**src/spimsc_pkg.sv**
```systemverilog
// Package for the serial master/slave core: shared constants and carrier types.
// Assumes a single 25 MHz bus clock with synchronous active-high reset.
package spimsc_pkg;
  localparam int unsigned CLK_HZ      = 25000000;
  localparam int unsigned BYTE_BITS   = 8;
  localparam logic [2:0]  BIT_LAST    = 3'h7;
  localparam logic [2:0]  BIT_FIRST   = 3'h0;
  // Half-period of serial clock in bus cycles, per rate select code
  localparam logic [6:0]  HALF_DIV2   = 7'h01;
  localparam logic [6:0]  HALF_DIV8   = 7'h04;
  localparam logic [6:0]  HALF_DIV32  = 7'h10;
  localparam logic [6:0]  HALF_DIV128 = 7'h40;
  localparam logic [6:0]  HALF_ONE    = 7'h01;
  localparam logic [1:0]  RATE_DIV2   = 2'h0;
  localparam logic [1:0]  RATE_DIV8   = 2'h1;
  localparam logic [1:0]  RATE_DIV32  = 2'h2;
  localparam logic [1:0]  RATE_DIV128 = 2'h3;

  typedef struct packed {
    logic       module_enable_bit;
    logic       master_select_bit;
    logic       clock_polarity_bit;
    logic       clock_phase_bit;
    logic       clock_rate_select_hi;
    logic       clock_rate_select_lo;
    logic       rx_irq_enable;
    logic       tx_irq_enable;
    logic       error_irq_enable;
  } spimsc_ctrl_s;

  typedef struct packed {
    logic rx_full_flag;
    logic tx_empty_flag;
    logic overflow_flag;
    logic mode_fault_flag;
    logic busy;
  } spimsc_stat_s;

  typedef struct packed {
    logic sclk_o;
    logic sclk_oe;
    logic mosi_o;
    logic mosi_oe;
    logic miso_o;
    logic miso_oe;
  } spimsc_pins_s;
endpackage

```
**src/spimsc_rate_gen.sv**
```systemverilog
// Free-running serial bit-rate tick generator for master mode.
// Assumes one bus clock; emits one-cycle half-bit enable pulses.
`timescale 1ns/1ps
`default_nettype none
module spimsc_rate_gen
  import spimsc_pkg::*;
(
  input  wire logic       clk,
  input  wire logic       reset,
  input  wire logic       run,
  input  wire logic [1:0] rate_sel,
  output logic            half_tick
);
  logic [6:0] count;
  logic [6:0] next_count;
  logic [6:0] half_len;

  always_comb begin
    unique case (rate_sel)
      RATE_DIV2:  half_len = HALF_DIV2;
      RATE_DIV8:  half_len = HALF_DIV8;
      RATE_DIV32: half_len = HALF_DIV32;
      default:    half_len = HALF_DIV128;
    endcase
  end

  // Stopped unless enabled as master, to save power
  always_comb begin
    next_count = count;
    half_tick  = 1'b0;
    if (!run) begin
      next_count = 7'h00;
    end else if (count + HALF_ONE >= half_len) begin
      next_count = 7'h00;
      half_tick  = 1'b1;
    end else begin
      next_count = count + HALF_ONE;
    end
  end

  always_ff @(posedge clk) begin
    if (reset) begin
      count <= 7'h00;
    end else begin
      count <= next_count;
    end
  end
endmodule // spimsc_rate_gen
`default_nettype wire

```
**src/spimsc_core.sv**
```systemverilog
// Full-duplex serial port core, master or slave, with double-buffered data.
// Assumes pins are synchronous to clk; slave clock at most half bus rate.
//
// Overview of operation
// - Master when master select set; slave takes serial clock as input.
// - Only a master starts transfers; a data write starts one.
// - Separate tx and rx buffers; write into empty shifter moves at once.
// - Four master rates from bus clock, fastest bus divided by two.
// - Master shifts in from slave while shifting out, same clock.
// - Byte end sets receive full and moves shifter into receive buffer.
// - Receive full clears by status read while set, then data read.
// - A data write that cannot enter the shifter at once clears transmit empty until it does.
// - Slave samples under external clock; byte end sets receive full.
// - Overflow error flag with interrupt capability.
// - Mode fault flag; master sees slave select low as contention.
// - Slave accepts any serial clock up to half the bus clock rate.
// - Slave shifts its shifter out; late byte means received byte sent back.
// - Slave byte written mid-transfer waits until transfer end.
// - Slave start: first clock edge if phase set, else select fall.
// - Separately enabled receive-full and transmit-empty interrupts.
// - Software selectable clock polarity and phase, four combinations.
// - Unselected slave leaves its data output undriven.
// - Phase clear: slave select toggles high between bytes.
// - Master write-to-start delay at most one bit time.
// - Master clock generator runs only when enabled and master.
// - Queued master byte starts right after previous transfer.
`timescale 1ns/1ps
`default_nettype none
module spimsc_core
  import spimsc_pkg::*;
(
  input  wire logic         clk,
  input  wire logic         reset,
  input  wire spimsc_ctrl_s ctrl,
  input  wire logic         data_write,
  input  wire logic [7:0]   data_wdata,
  input  wire logic         data_read,
  input  wire logic         status_read,
  input  wire logic         error_clear,
  output logic [7:0]        rx_data,
  output spimsc_stat_s      status,
  output logic              irq,
  input  wire logic         sclk_i,
  input  wire logic         slave_select_n,
  input  wire logic         mosi_i,
  input  wire logic         miso_i,
  output spimsc_pins_s      pins
);
  typedef enum logic [2:0] {
    SPIMSC_IDLE = 3'b001,
    SPIMSC_LEAD = 3'b010,
    SPIMSC_TRAIL = 3'b100
  } spimsc_state_e;

  spimsc_state_e state, next_state;
  logic [7:0] shifter, next_shifter;
  logic [7:0] tx_buf, next_tx_buf;
  logic [7:0] rx_buf, next_rx_buf;
  logic [2:0] bit_idx, next_bit_idx;
  logic       tx_full, next_tx_full;
  logic       rxf, next_rxf;
  logic       armed, next_armed;
  logic       ovf, next_ovf;
  logic       modf, next_modf;
  logic       pend, next_pend;
  logic       sclk_q, next_sclk_q;
  logic       ss_q, sclk_d;
  logic       sample_bit, next_sample_bit;
  logic       sclk_out, next_sclk_out;
  logic       half_tick;
  logic       en_master, en_slave;
  logic       lead_edge, trail_edge;
  logic       byte_done;
  logic       rx_in;

  assign en_master = ctrl.module_enable_bit && ctrl.master_select_bit;
  assign en_slave  = ctrl.module_enable_bit && !ctrl.master_select_bit;
  assign rx_in     = en_master ? miso_i : mosi_i;

  spimsc_rate_gen u_rate (
    .clk       (clk),
    .reset     (reset),
    .run       (en_master),
    .rate_sel  ({ctrl.clock_rate_select_hi, ctrl.clock_rate_select_lo}),
    .half_tick (half_tick)
  );

  // Slave edges: pins are bus-synchronous so a one-flop history is enough
  always_ff @(posedge clk) begin
    if (reset) begin
      ss_q   <= 1'b1;
      sclk_d <= 1'b0;
    end else begin
      ss_q   <= slave_select_n;
      sclk_d <= sclk_i;
    end
  end

  // Leading edge leaves idle level; polarity picks idle level
  always_comb begin
    lead_edge  = 1'b0;
    trail_edge = 1'b0;
    if (en_slave && !slave_select_n && (sclk_i != sclk_d)) begin
      lead_edge  = (sclk_d == ctrl.clock_polarity_bit);
      trail_edge = !lead_edge;
    end
  end

  always_comb begin
    next_state      = state;
    next_shifter    = shifter;
    next_tx_buf     = tx_buf;
    next_rx_buf     = rx_buf;
    next_bit_idx    = bit_idx;
    next_tx_full    = tx_full;
    next_rxf        = rxf;
    next_armed      = armed;
    next_ovf        = ovf;
    next_modf       = modf;
    next_pend       = pend;
    next_sample_bit = sample_bit;
    next_sclk_out   = sclk_out;
    next_sclk_q     = sclk_q;
    byte_done       = 1'b0;

    // Read sequence to clear receive full; arm is lost if flag drops
    if (status_read && rxf) begin
      next_armed = 1'b1;
    end
    if (data_read && armed) begin
      next_rxf   = 1'b0;
      next_armed = 1'b0;
    end
    if (error_clear) begin
      next_ovf  = 1'b0;
      next_modf = 1'b0;
    end

    if (data_write) begin
      next_tx_buf  = data_wdata;
      next_tx_full = 1'b1;
    end

    // Slave select low on a master means another master drives the bus
    if (en_master && !slave_select_n) begin
      next_modf = 1'b1;
    end

    unique case (state)
      SPIMSC_IDLE: begin
        next_sclk_out = ctrl.clock_polarity_bit;
        next_bit_idx  = BIT_FIRST;
        // Buffered byte drops into an idle shifter at once, unless one waits unsent
        if (next_tx_full && ctrl.module_enable_bit && !pend) begin
          next_shifter = next_tx_buf;
          next_tx_full = 1'b0;
          next_pend    = 1'b1;
        end
        // Pending byte waits for the free-running tick, so delay stays under a bit
        if (en_master && !next_modf && next_pend && half_tick) begin
          next_state = SPIMSC_LEAD;
          next_pend  = 1'b0;
          if (ctrl.clock_phase_bit) begin
            next_sclk_out = !ctrl.clock_polarity_bit;
          end
        end else if (en_slave && !slave_select_n &&
                     ((!ctrl.clock_phase_bit && ss_q) ||
                      (ctrl.clock_phase_bit && lead_edge))) begin
          next_state = SPIMSC_LEAD;
          next_pend  = 1'b0;
        end
      end
      SPIMSC_LEAD: begin
        // First half bit: both phases sample at its end
        if (en_master && half_tick) begin
          next_sclk_out = !next_sclk_out;
          if (ctrl.clock_phase_bit) begin
            next_sample_bit = rx_in;
            next_state      = SPIMSC_TRAIL;
          end else begin
            next_sample_bit = rx_in;
            next_state      = SPIMSC_TRAIL;
          end
        end else if (en_slave && (ctrl.clock_phase_bit ? trail_edge : lead_edge)) begin
          next_sample_bit = rx_in;
          next_state      = SPIMSC_TRAIL;
        end
      end
      SPIMSC_TRAIL: begin
        // Phase set: no leading edge follows the last bit, so finish at once
        if ((en_master && half_tick) ||
            (en_slave && (ctrl.clock_phase_bit ? (lead_edge || bit_idx == BIT_LAST)
                                               : trail_edge))) begin
          next_shifter = {shifter[6:0], sample_bit};
          if (bit_idx == BIT_LAST) begin
            byte_done     = 1'b1;
            next_state    = SPIMSC_IDLE;
            next_sclk_out = ctrl.clock_polarity_bit;
          end else begin
            next_bit_idx = bit_idx + 3'h1;
            next_state   = SPIMSC_LEAD;
            if (en_master) begin
              next_sclk_out = !sclk_out;
            end
          end
        end
      end
      default: next_state = SPIMSC_IDLE;
    endcase

    if (byte_done) begin
      next_rx_buf = {shifter[6:0], sample_bit};
      next_rxf    = 1'b1;
      if (rxf) begin
        next_ovf = 1'b1;
      end
    end
    // Disabling aborts any frame in flight
    if (!ctrl.module_enable_bit || (en_master && next_modf)) begin
      next_state = SPIMSC_IDLE;
    end
    if (!ctrl.module_enable_bit) begin
      next_pend = 1'b0;
    end
    next_sclk_q = next_sclk_out;
  end

  always_ff @(posedge clk) begin
    if (reset) begin
      state      <= SPIMSC_IDLE;
      shifter    <= 8'h00;
      tx_buf     <= 8'h00;
      rx_buf     <= 8'h00;
      bit_idx    <= 3'h0;
      tx_full    <= 1'b0;
      rxf        <= 1'b0;
      armed      <= 1'b0;
      ovf        <= 1'b0;
      modf       <= 1'b0;
      pend       <= 1'b0;
      sample_bit <= 1'b0;
      sclk_out   <= 1'b0;
      sclk_q     <= 1'b0;
    end else begin
      state      <= next_state;
      shifter    <= next_shifter;
      tx_buf     <= next_tx_buf;
      rx_buf     <= next_rx_buf;
      bit_idx    <= next_bit_idx;
      tx_full    <= next_tx_full;
      rxf        <= next_rxf;
      armed      <= next_armed;
      ovf        <= next_ovf;
      modf       <= next_modf;
      pend       <= next_pend;
      sample_bit <= next_sample_bit;
      sclk_out   <= next_sclk_out;
      sclk_q     <= next_sclk_q;
    end
  end

  assign rx_data               = rx_buf;
  assign status.rx_full_flag   = rxf;
  assign status.tx_empty_flag  = !tx_full;
  assign status.overflow_flag  = ovf;
  assign status.mode_fault_flag = modf;
  assign status.busy           = (state != SPIMSC_IDLE);
  assign irq = (ctrl.rx_irq_enable && rxf) || (ctrl.tx_irq_enable && !tx_full) ||
               (ctrl.error_irq_enable && (ovf || modf));

  // Msb goes out first; phase set holds it until leading edge
  assign pins.sclk_o  = sclk_q;
  assign pins.sclk_oe = en_master;
  assign pins.mosi_o  = shifter[BYTE_BITS-1];
  assign pins.mosi_oe = en_master;
  assign pins.miso_o  = shifter[BYTE_BITS-1];
  assign pins.miso_oe = en_slave && !slave_select_n;

  a_rx_full_set: assert property (@(posedge clk) disable iff (reset)
    byte_done |=> rxf && rx_data == $past(next_rx_buf))
    else $error("receive full not set at byte end");
  a_rx_clear_seq: assert property (@(posedge clk) disable iff (reset)
    $fell(rxf) |-> $past(data_read) && $past(armed))
    else $error("receive full cleared without read sequence");
  a_tx_write_clr: assert property (@(posedge clk) disable iff (reset)
    data_write && state != SPIMSC_IDLE |=> !status.tx_empty_flag)
    else $error("write did not clear transmit empty");
  a_overflow_set: assert property (@(posedge clk) disable iff (reset)
    byte_done && rxf && !data_read |=> ovf)
    else $error("overflow not flagged");
  a_miso_release: assert property (@(posedge clk) disable iff (reset)
    slave_select_n |-> !pins.miso_oe)
    else $error("unselected slave drives data line");
  a_slave_no_start: assert property (@(posedge clk) disable iff (reset)
    !en_master && slave_select_n && state == SPIMSC_IDLE |=> state == SPIMSC_IDLE)
    else $error("transfer began without master or select");
  a_master_start: assert property (@(posedge clk) disable iff (reset)
    en_master && !modf && slave_select_n && state == SPIMSC_IDLE && data_write && !pend &&
    ctrl.clock_rate_select_hi == 1'b0 && ctrl.clock_rate_select_lo == 1'b0
    |-> ##[1:2] state != SPIMSC_IDLE || !en_master || !slave_select_n)
    else $error("master start delayed over one bit");
  a_sclk_idle: assert property (@(posedge clk) disable iff (reset)
    state == SPIMSC_IDLE ##1 state == SPIMSC_IDLE |-> sclk_q == $past(ctrl.clock_polarity_bit))
    else $error("serial clock not at idle level");
endmodule // spimsc_core
`default_nettype wire

```
**config.mk**
```make
export PLATFORM = sky130hd
export DESIGN_NAME = spimsc_core
export DESIGN_NICKNAME = d
export VERILOG_FILES = /design/src/spimsc_pkg.sv /design/src/spimsc_rate_gen.sv /design/src/spimsc_core.sv
export SDC_FILE = /design/constraint.sdc
export NUM_CORES = 1
export LEC_CHECK = 0
export BUFFER_PORTS_ARGS = -buffer_cell sky130_fd_sc_hd__buf_4
export CORE_UTILIZATION = 35
export CTS_CLUSTER_DIAMETER = 80
export DETAILED_ROUTE_END_ITERATION = 6
export SLEW_MARGIN = 20
export SYNTH_ARGS = -nofsm -noshare
export SYNTH_HDL_FRONTEND = slang
export SYNTH_SLANG_ARGS = --single-unit
```
**constraint.sdc**
```tcl
create_clock -name clk -period 7.2 [get_ports clk]
set_input_delay 0 -clock clk [delete_from_list [all_inputs] [get_ports clk]]
set_output_delay 0 -clock clk [all_outputs]
set_load 0.02 [all_outputs]
```
**After elaboration in Yosys (flattened, before gate mapping)**

Cells that the tools add are included.

- Equal/unequal tests: 16
- Muxes and demuxes: 48
- Reductions and logical operators: 53
- Magnitude comparators: 1
- Add/subtract/negate cells: 2
- Bitwise logic cells: 2

Operators by type and width:

| operator | count |
|---|---|
| 2-to-1 mux 1 bit | 32 |
| 2-to-1 mux 8 bit | 3 |
| logical AND 1 bit | 22 |
| 2-to-1 mux 3 bit | 7 |
| one-hot mux 7 bit (3 select lines) | 1 |
| one-hot mux 8 bit (2 select lines) | 1 |
| logical NOT 1 bit | 10 |
| inequality test 3 bit, second input constant | 3 |
| one-hot mux 3 bit (3 select lines) | 1 |
| AND reduction 3 bit | 3 |
| inequality test 2 bit, second input constant | 4 |
| adder 7 x 1 -> 7 bit, second input constant | 1 |
| greater-or-equal comparator 7 bit | 1 |
| logical OR 1 bit | 7 |
| equality test 3 bit, second input constant | 2 |
| one-hot mux 3 bit (2 select lines) | 1 |
| nonzero test 2 bit | 3 |
| OR reduction 2 bit | 3 |
| AND reduction 4 bit | 1 |
| adder 3 x 1 -> 3 bit, second input constant | 1 |
| equality test 3 x 1 -> 1 bit, second input constant | 1 |
| equality test 3 x 2 -> 1 bit, second input constant | 1 |
| inequality test 3 x 1 -> 1 bit, second input constant | 1 |
| one-hot mux 1 bit (3 select lines) | 1 |
| other kinds (10) | 11 |

- Input port bits: 27
- Output and inout bits: 20
- Logic and storage cells: 138
- Register bits: 47

**Logic depth before layout (Yosys ltp)**

Gate-level depths: netlist (run 1).

- Depth in word-level cells: 12
- Mapped depth: 12

**Hierarchy**

A second synthesis (run 1) with hierarchy kept.

- Cells, all modules: 276
- Area, all modules: 2541.2 um2

Modules (own cells, without submodules):

| module | area an instance (um2) | cells an instance | times used | sequential area each (um2) |
|---|---|---|---|---|
| spimsc_core | 2122.0 | 230 | 1 | 800.8 |
| spimsc_rate_gen | 419.2 | 46 | 1 | 140.1 |

**Worst setup path after synthesis (run 1)**

OpenSTA, ideal clock, no wires.

- Kind: reg-to-reg
- Start point: reg u_rate.count[0]
- End point: reg sample_bit
- Buffers on the path: 0
- Cell stages (with the launch flop): 12
- Data required time: 7079 ps
- Setup slack: 4683 ps
- Period minus slack after synthesis: 2517 ps
- Library setup time: 121 ps
- Arrival: 2396 ps
- Cells stage by stage: dfxtp_1 > ha_1 > nand3_1 > nor2_1 > xor2_1 > ha_1 > o211ai_1 > nor2_1 > a41oi_2 > a21oi_2 > o21ai_0 > mux2_2

- Longest elaborated chain between the ends: 7

RTL lines:

| element | line | RTL |
|---|---|---|
| from (decl) | spimsc_rate_gen.sv:14 | `logic [6:0] count;` |
| from (signal assigned) | spimsc_rate_gen.sv:45 | `count <= next_count;` |
| adder 7 x 1 -> 7 bit (*) | spimsc_rate_gen.sv:33 | `end else if (count + HALF_ONE >= half_len) begin` |
| greater-or-equal comparator 7 bit (*) | spimsc_rate_gen.sv:33 |  |
| 2-to-1 mux 1 bit (*) | spimsc_rate_gen.sv:33 |  |
| 2-to-1 mux 1 bit (*) | spimsc_rate_gen.sv:31 | `if (!run) begin` |
| logical AND 1 bit (*) | spimsc_core.sv:175 | `if (en_master && half_tick) begin` |
| nonzero test 2 bit (no line) | n/a |  |
| AND reduction 2 bit (no line) | n/a |  |
| to (signal assigned) | spimsc_core.sv:256 | `sample_bit <= next_sample_bit;` |
| to (decl) | spimsc_core.sv:68 | `logic sample_bit, next_sample_bit;` |

Mark *: on every way between the ends. The rest lies on a longest branch, timed or not.
A chain may end at the register's enable or synchronous reset.

**Final worst setup path (run 1)**

- Start point: reg u_rate.count[0]
- End point: reg shifter[6]

- Longest elaborated chain between the ends: 8

RTL lines:

| element | line | RTL |
|---|---|---|
| adder 7 x 1 -> 7 bit | spimsc_rate_gen.sv:33 |  |
| greater-or-equal comparator 7 bit | spimsc_rate_gen.sv:33 |  |
| 2-to-1 mux 1 bit | spimsc_rate_gen.sv:33 |  |
| 2-to-1 mux 1 bit | spimsc_rate_gen.sv:31 |  |
| logical AND 1 bit | spimsc_core.sv:191 | `if ((en_master && half_tick) \|\|` |
| logical OR 1 bit | spimsc_core.sv:191 |  |
| inequality test 2 bit (no line) | n/a |  |
| AND reduction 3 bit (no line) | n/a |  |
| to (signal assigned) | spimsc_core.sv:246 | `shifter <= next_shifter;` |
| to (decl) | spimsc_core.sv:56 | `logic [7:0] shifter, next_shifter;` |

Every way passes these cells.

==> impl_results.md, run 1 <==
* Number of antenna cells inserted at 0
* Final Routed Wirelength at 6192 um
* Setup repair after global routing missed its margin: no
* Leak at 1.238 nW
* Area growth from synthesis to layout at 23.02%
* Vias in the first global route at 2126
* Number of pins exceeding their max-slew limit in the final report at 0
* Least-Margin Pin Slew at 0.7616 ns
* Number of failing hold endpoints at the final stage at 0
* Clock slew at the register clock pins of the worst setup and hold paths at 0.09 ns
* Aggregate global-route resource usage at 17.16%
* Pin count of the biggest net entering global routing at 40
* Leading cell types by total area after synthesis: sky130_fd_sc_hd__dfxtp_1 (37%), sky130_fd_sc_hd__a21oi_1 (5.3%), sky130_fd_sc_hd__mux2i_1 (4.7%)
* Core box area at 6944 um2
* Kind of end point of the critical path: flip-flop
* Via total after detailed routing at 2317
* Clock insertion delay at the later pin of the skew report at 0.29 ns
* TritonCTS clock tree: done
* Routed WL per cell at 13.98 um
* Clk_skew at 0.003970 ns
* Area share of the largest cell type after synthesis at 36.68%
* Final ANT Viol Nets at 0
* X dimension of the die at 87.61 um
* Initial core utilization at 36.94%
* Post-synthesis share of cell area spent on full adders, half adders and majority gates at 3.415%
* Wire length of the first global-routing pass at 10270 um
* Number of vias per cell after detailed routing at 5.230
* CP Depth at 11
* Number of max-capacitance violations reported at 0
* # placed instances at 424
* Critical path buffer and inverter count at 0
* Worst hold path stage count at 4
* Share of synthesized flip-flops with an asynchronous set or reset at 0%
* Buffers on Ports at 46
* Number of iterations in the first detailed-routing pass at 5
* Power per Cell Area at 182.8 nW/um2
* Layout Nets at 380
* Critical-path top delay cell: sky130_fd_sc_hd__a31oi_1
* CTS H-tree lvls at 2
* Leading post-synthesis cells by instance count: sky130_fd_sc_hd__dfxtp_1 (47), sky130_fd_sc_hd__a21oi_1 (27), sky130_fd_sc_hd__nor2_1 (25), sky130_fd_sc_hd__o21ai_0 (22), sky130_fd_sc_hd__nand2_1 (21)
* Number of warnings reported in the yosys synthesis log at 0
* Drt initial violations at 109
* Timing startpoint of the critical path: u_rate.count[0]
* Overall overflow remaining after global route at 0
* Average footprint of a synthesized cell at 8.521 um2
* Outcome: completed
* Number of synthesized flops with an enable pin at 0
* Proportion of synthesized chip area in sequential cells at 36.68%
* Hold Crit Start: error_clear
* Area of the die at 7675 um2
* Post-DP HPWL at 4447 um
* Top FF cell, synth: sky130_fd_sc_hd__dfxtp_1
* Final Instance Count excl. Fillers at 443
* Worst hold path type: input port to flip-flop
* Post-CTS setup buffers at 0
* Global placement routability congestion at 0.8316
* Dominant combinational cell family by area after synthesis: compound AO/OA/AOI/OAI gates
* Cells on worst reg2reg path at 11
* Total setup violations reported at the end of the flow at 0
* Number of unique standard cell types used by synthesis at 56
* Fraction of final layout cells sized beyond drive strength 1 at 20.75%
* Required time of the critical path at 7.43 ns
* Number of design rule violations left after detail routing at 0
* Cell count after synthesis at 301
* Most frequently used cell type in the post-synthesis netlist: sky130_fd_sc_hd__dfxtp_1
* Cell chain of the critical path: ha_1, nand3_1, nor2_1, xor2_1, ha_1, o211ai_1, nor2_1, nand4_1, a31oi_1, o211ai_1, a21oi_1
* Minimum clock period after layout at 2.920 ns
* Fraction of synthesized area in multiplexers at 5.561%
* Xor/xnor cell area share of the yosys netlist at 1.707%
* Vert. Die Dim at 87.61 um
* Reg-to-Reg Start: u_rate.count[0]
* Clock root buffer: sky130_fd_sc_hd__clkbuf_8
* Cell area after synthesis at 2565 um2
* Number of ports placed on the die boundary at 47
* Max transition margin at 48.99%
* Number of antenna violations at the first check in global routing at 0
* Filler instances at 697
* Kind of cell with the highest combined delay on the critical path: compound AO/OA/AOI/OAI gates
* Delay of the slowest cell on the worst path at 0.70 ns
* F_max at 342.5 MHz
* Area fraction in and, or, nand and nor cells after synthesis at 21.76%
* Share of the clock period used by the worst path after layout at 40.56%
* Clock buffers created by TritonCTS at 5
* Clock sinks at 47
* Crit path kind: flip-flop to flip-flop
* Share of the synthesized area in compound gates (AO/OA/AOI/OAI) at 24.78%
* Maximum clock insertion buffer count at 2
* Sum Neg Setup Slack at 0 ns
* Arrival time at the worst endpoint at 3.15 ns
* Synthesized Nets at 335
* Post-synthesis sequential element count at 47
* Placement row count at 30
* FF-to-FF setup slack at 4.28 ns
* Startpoint type of the worst setup path: flip-flop
* Critical-path maximum fanout at 8
* Dominant cell type by area after synthesis: sky130_fd_sc_hd__dfxtp_1
* Peak ir drop on the vdd network at 0.09517 mV
-- final timing paths --
check | to
worst max-delay path | shifter[6]
worst min-delay path | ovf
worst max register to register | shifter[6]
worst min register to register | rx_data[6]
-- metrics by stage --
step / worst slack, ns / util (%) / area, um2 / hold slack (ns) / power, mW
final: 4.280 / 45.44 / 3156 / 0.007232 / 0.5767
after global routing: 3.968 / 45.44 / 3156 / 0.07864 / 0.6040
after CTS: 4.297 / 45.44 / 3156 / 0.0006043 / 0.5845
after detailed placement: 4.310 / 41.95 / 2913 / 0.2496 / 0.3520
after global placement: 4.384 / 41.95 / 2913 / 0.2402 / 0.3513
after floorplan: 4.683 / - / 2565 / 0.09927 / 0.3273
-- report_power, final --
part	total [mW]	internal (mW)	switching (mW)
registers	0.273	0.268	0.00519
logic	0.0778	0.0358	0.0420
clock network	0.226	0.139	0.0874
-- layer usage --
metal  track usage (%)  up-vias  routed length [um]
met5                 0        -                   0
met4             6.557        0                 123
met3             2.922       12                 247
met2             26.99       61                2718
met1             23.55     1056                3102
li1                  -     1188                   -
-- layout by cell type (no fill, tap or decap), drive strengths merged, types with 6 or more instances in the layout --
cell	n
nor2	25
nand2	21
dfxtp	47
o211ai	12
mux2i	12
dlygate4sd3	11
a21oi	28
clkbuf	6
o31ai	8
nor2b	11
buf	48
ha	7
nand3	16
nand2b	8
o21ai	23
nor3	6
-- layout make-up --
type | instances | area (um2) | area share [%]
inverters | 5 | 18.77 | 0.5948
flip-flops and latches | 47 | 940.9 | 29.82
multi-input cells | 228 | 1473 | 46.67
repair buffers | 59 | 470.5 | 14.91
clock buffers | 6 | 72.57 | 2.300
well taps | 96 | 120.1 | 3.806
clock inverters | 2 | 60.06 | 1.903
-- registers in the layout, indices dropped and copies added, names as in the netlist, 3 cells and up --
register,flops
u_rate.count,7
rx_data,8
state,3
shifter,8
bit_idx,3
tx_buf,8
-- tightest hold or removal path, cell delays in order --
cell,delay (ns)
sky130_fd_sc_hd__buf_4,0.11
sky130_fd_sc_hd__inv_1,0.04
sky130_fd_sc_hd__a32oi_1,0.04
sky130_fd_sc_hd__nor2_1,0.07
-- what timing repair did --
item	4_1_cts	5_1_grt
resized for setup	0	0
hold buffers	11	0
hold endpoints to repair	11	0
-- kinds of logic (layout without fill, tap and decap cells) --
| family | after synthesis | in the layout |
|---|---|---|
| xor gates and xnor gates | 5 | 5 |
| muxes | 14 | 14 |
| buffers and inverters | 26 | 72 |
| and+or+nand+nor | 107 | 107 |
| DFF | 47 | 47 |
| AOI/OAI and AO/OA | 95 | 95 |
| adders and majority gates | 7 | 7 |
No activity file was read; power rests on OpenSTA's default activity.
==> run 2: changes to the inputs <==
==> constraint.sdc (replaced) <==
create_clock -name clk -period 2.4 [get_ports clk]
set_input_delay 0 -clock clk [delete_from_list [all_inputs] [get_ports clk]]
set_output_delay 0 -clock clk [all_outputs]
set_load 0.02 [all_outputs]
==> impl_results.md, run 2 (synthesis results as in run 1) <==
* Cell area after layout at 3669 um2
* Number of design rule violations left after detail routing at 0
* Utilization of the core after routing at 52.83%
* Clock root buffer: sky130_fd_sc_hd__clkbuf_8
* Crit path kind: flip-flop to flip-flop
* Terminus of the critical flop-to-flop path: shifter[0]
* Clk_skew at 0.007317 ns
* Fraction of final layout cells sized beyond drive strength 1 at 36.96%
* Commonest cells after routing, fill and taps aside: sky130_fd_sc_hd__buf_4 (62), sky130_fd_sc_hd__dfxtp_1 (44), sky130_fd_sc_hd__nor2_1 (24)
* Number of iterations in the first detailed-routing pass at 4
* Maximum clock insertion buffer count at 2
* Worst hold slack at 0.04939 ns
* Power per Cell Area at 480.8 nW/um2
* Cells on worst reg2reg path at 12
* Number of pins exceeding their max-slew limit in the final report at 0
* Worst hold path type: input port to flip-flop
* Wire length of the first global-routing pass at 10030 um
* Reg-to-Reg Start: u_rate.count[0]
* Vias in the first global route at 2138
* DP Worst Slack at -0.07848 ns
* Drt initial violations at 76
* Number of antenna violations at the first check in global routing at 0
* Number of max-capacitance violations reported at 0
* FF-to-FF setup slack at -0.07 ns
* Kind of end point of the critical path: flip-flop
* Vert. Die Dim at 87.61 um
* Least-Margin Pin Slew at 1.090 ns
* Overall overflow remaining after global route at 0
* Setup repair after global routing missed its margin: yes
* Minimum clock period after layout at 2.471 ns
* Outcome: finished, violations left
* Pin count of the biggest net entering global routing at 40
* Buffers on Ports at 46
* Number of ports placed on the die boundary at 47
* Startpoint type of the worst setup path: flip-flop
* F_max at 404.7 MHz
* Layout Nets at 401
* Aggregate global-route resource usage at 16.91%
* TritonCTS clock tree: done
* Routed WL per cell at 13.80 um
* Area after DPL at 3085 um2
* Clock sinks at 47
* Number of failing hold endpoints at the final stage at 0
* # placed instances at 441
* Required time of the critical path at 2.58 ns
* Capturing element of the worst setup path: shifter[0]
* CTS H-tree lvls at 2
* Number of vias per cell after detailed routing at 5.162
* Total power after layout at 1.764 mW
* Final Routed Wirelength at 6405 um
* Total setup violations reported at the end of the flow at 11
* Leading cell type in the layout, fill and taps excluded: sky130_fd_sc_hd__buf_4
* Share of the clock period used by the worst path after layout at 102.9%
* Core box area at 6944 um2
* Sum Neg Setup Slack at -0.4422 ns
* Global placement routability congestion at 0.8200
* Clock insertion delay at the later pin of the skew report at 0.30 ns
* Leak at 1.385 nW
* Timing startpoint of the critical path: u_rate.count[0]
* Failing checks: negative setup slack
* Via total after detailed routing at 2395
* Arrival time at the worst endpoint at 2.65 ns
* Number of antenna cells inserted at 0
* Placement row count at 30
* Area of the die at 7675 um2
* Post-DP HPWL at 4516 um
* Final Instance Count excl. Fillers at 464
* Max transition margin at 27.06%
* Critical-path maximum fanout at 8
* Clock slew at the register clock pins of the worst setup and hold paths at 0.09 ns
* Initial core utilization at 36.94%
* Final ANT Viol Nets at 0
* Clock buffers created by TritonCTS at 5
* X dimension of the die at 87.61 um
* Worst Slack Setup Final at -0.07078 ns
* Area growth from synthesis to layout at 43.02%
* Peak ir drop on the vdd network at 0.4237 mV
## run 2: routing by layer
metal | global-route usage (%) | part of all wire [%]
met1 | 23.64 | 48
met2 | 26.14 | 46
met3 | 3.487 | 4.6
met4 | 5.365 | 0.94
met5 | 0 | 0
## run 2: timing repair
action / in CTS / in global routing
hold buffers: 11 / 0
hold endpoints to repair: 11 / 0
endpoints found under the setup margin: 23 / 34
setup buffers: 5 / 0
pin swaps: 13 / 41
gates resized for setup: 18 / 47
## run 2: area by class of cell
cell class	count	area, um2
well taps	96	120.1
inverters	5	18.77
flip-flops and latches	47	947.2
repair buffers	80	663.1
multi-input cells	228	1788
clock inverters	2	37.54
fillers	645	3276
clock buffers	6	93.84
## run 2: power by group
part | total, mW | internal [mW] | switching (mW)
Sequential | 0.820 | 0.802 | 0.0180
Clock | 0.653 | 0.374 | 0.280
Combinational | 0.290 | 0.139 | 0.151
Total | 1.76 | 1.31 | 0.449
## run 2: worst min-delay path by stage
stage / start / endpoint / slack [ns] / cells after the start
detailed placement: sclk_i / sclk_d / 0.25 / 2
floorplan: slave_select_n / pins[0] / 0.1 / 1
CTS: error_clear / ovf / 0.04 / 4
finish: status_read / armed / 0.05 / 4
global placement: sclk_i / sclk_d / 0.24 / 2
global route: status_read / armed / 0.09 / 4
## run 2: worst max-delay path, cell delays in order (launching register included)
cell and delay [ns]:
sky130_fd_sc_hd__dfxtp_4 0.36, sky130_fd_sc_hd__ha_4 0.17, sky130_fd_sc_hd__nand3_4 0.10, sky130_fd_sc_hd__nor2_4 0.06, sky130_fd_sc_hd__xor2_2 0.18, sky130_fd_sc_hd__ha_1 0.30, sky130_fd_sc_hd__o211ai_1 0.08, sky130_fd_sc_hd__nor2_1 0.19
sky130_fd_sc_hd__a41oi_2 0.21, sky130_fd_sc_hd__and4bb_1 0.27, sky130_fd_sc_hd__buf_6 0.16, sky130_fd_sc_hd__o31ai_2 0.18, sky130_fd_sc_hd__a21oi_1 0.10
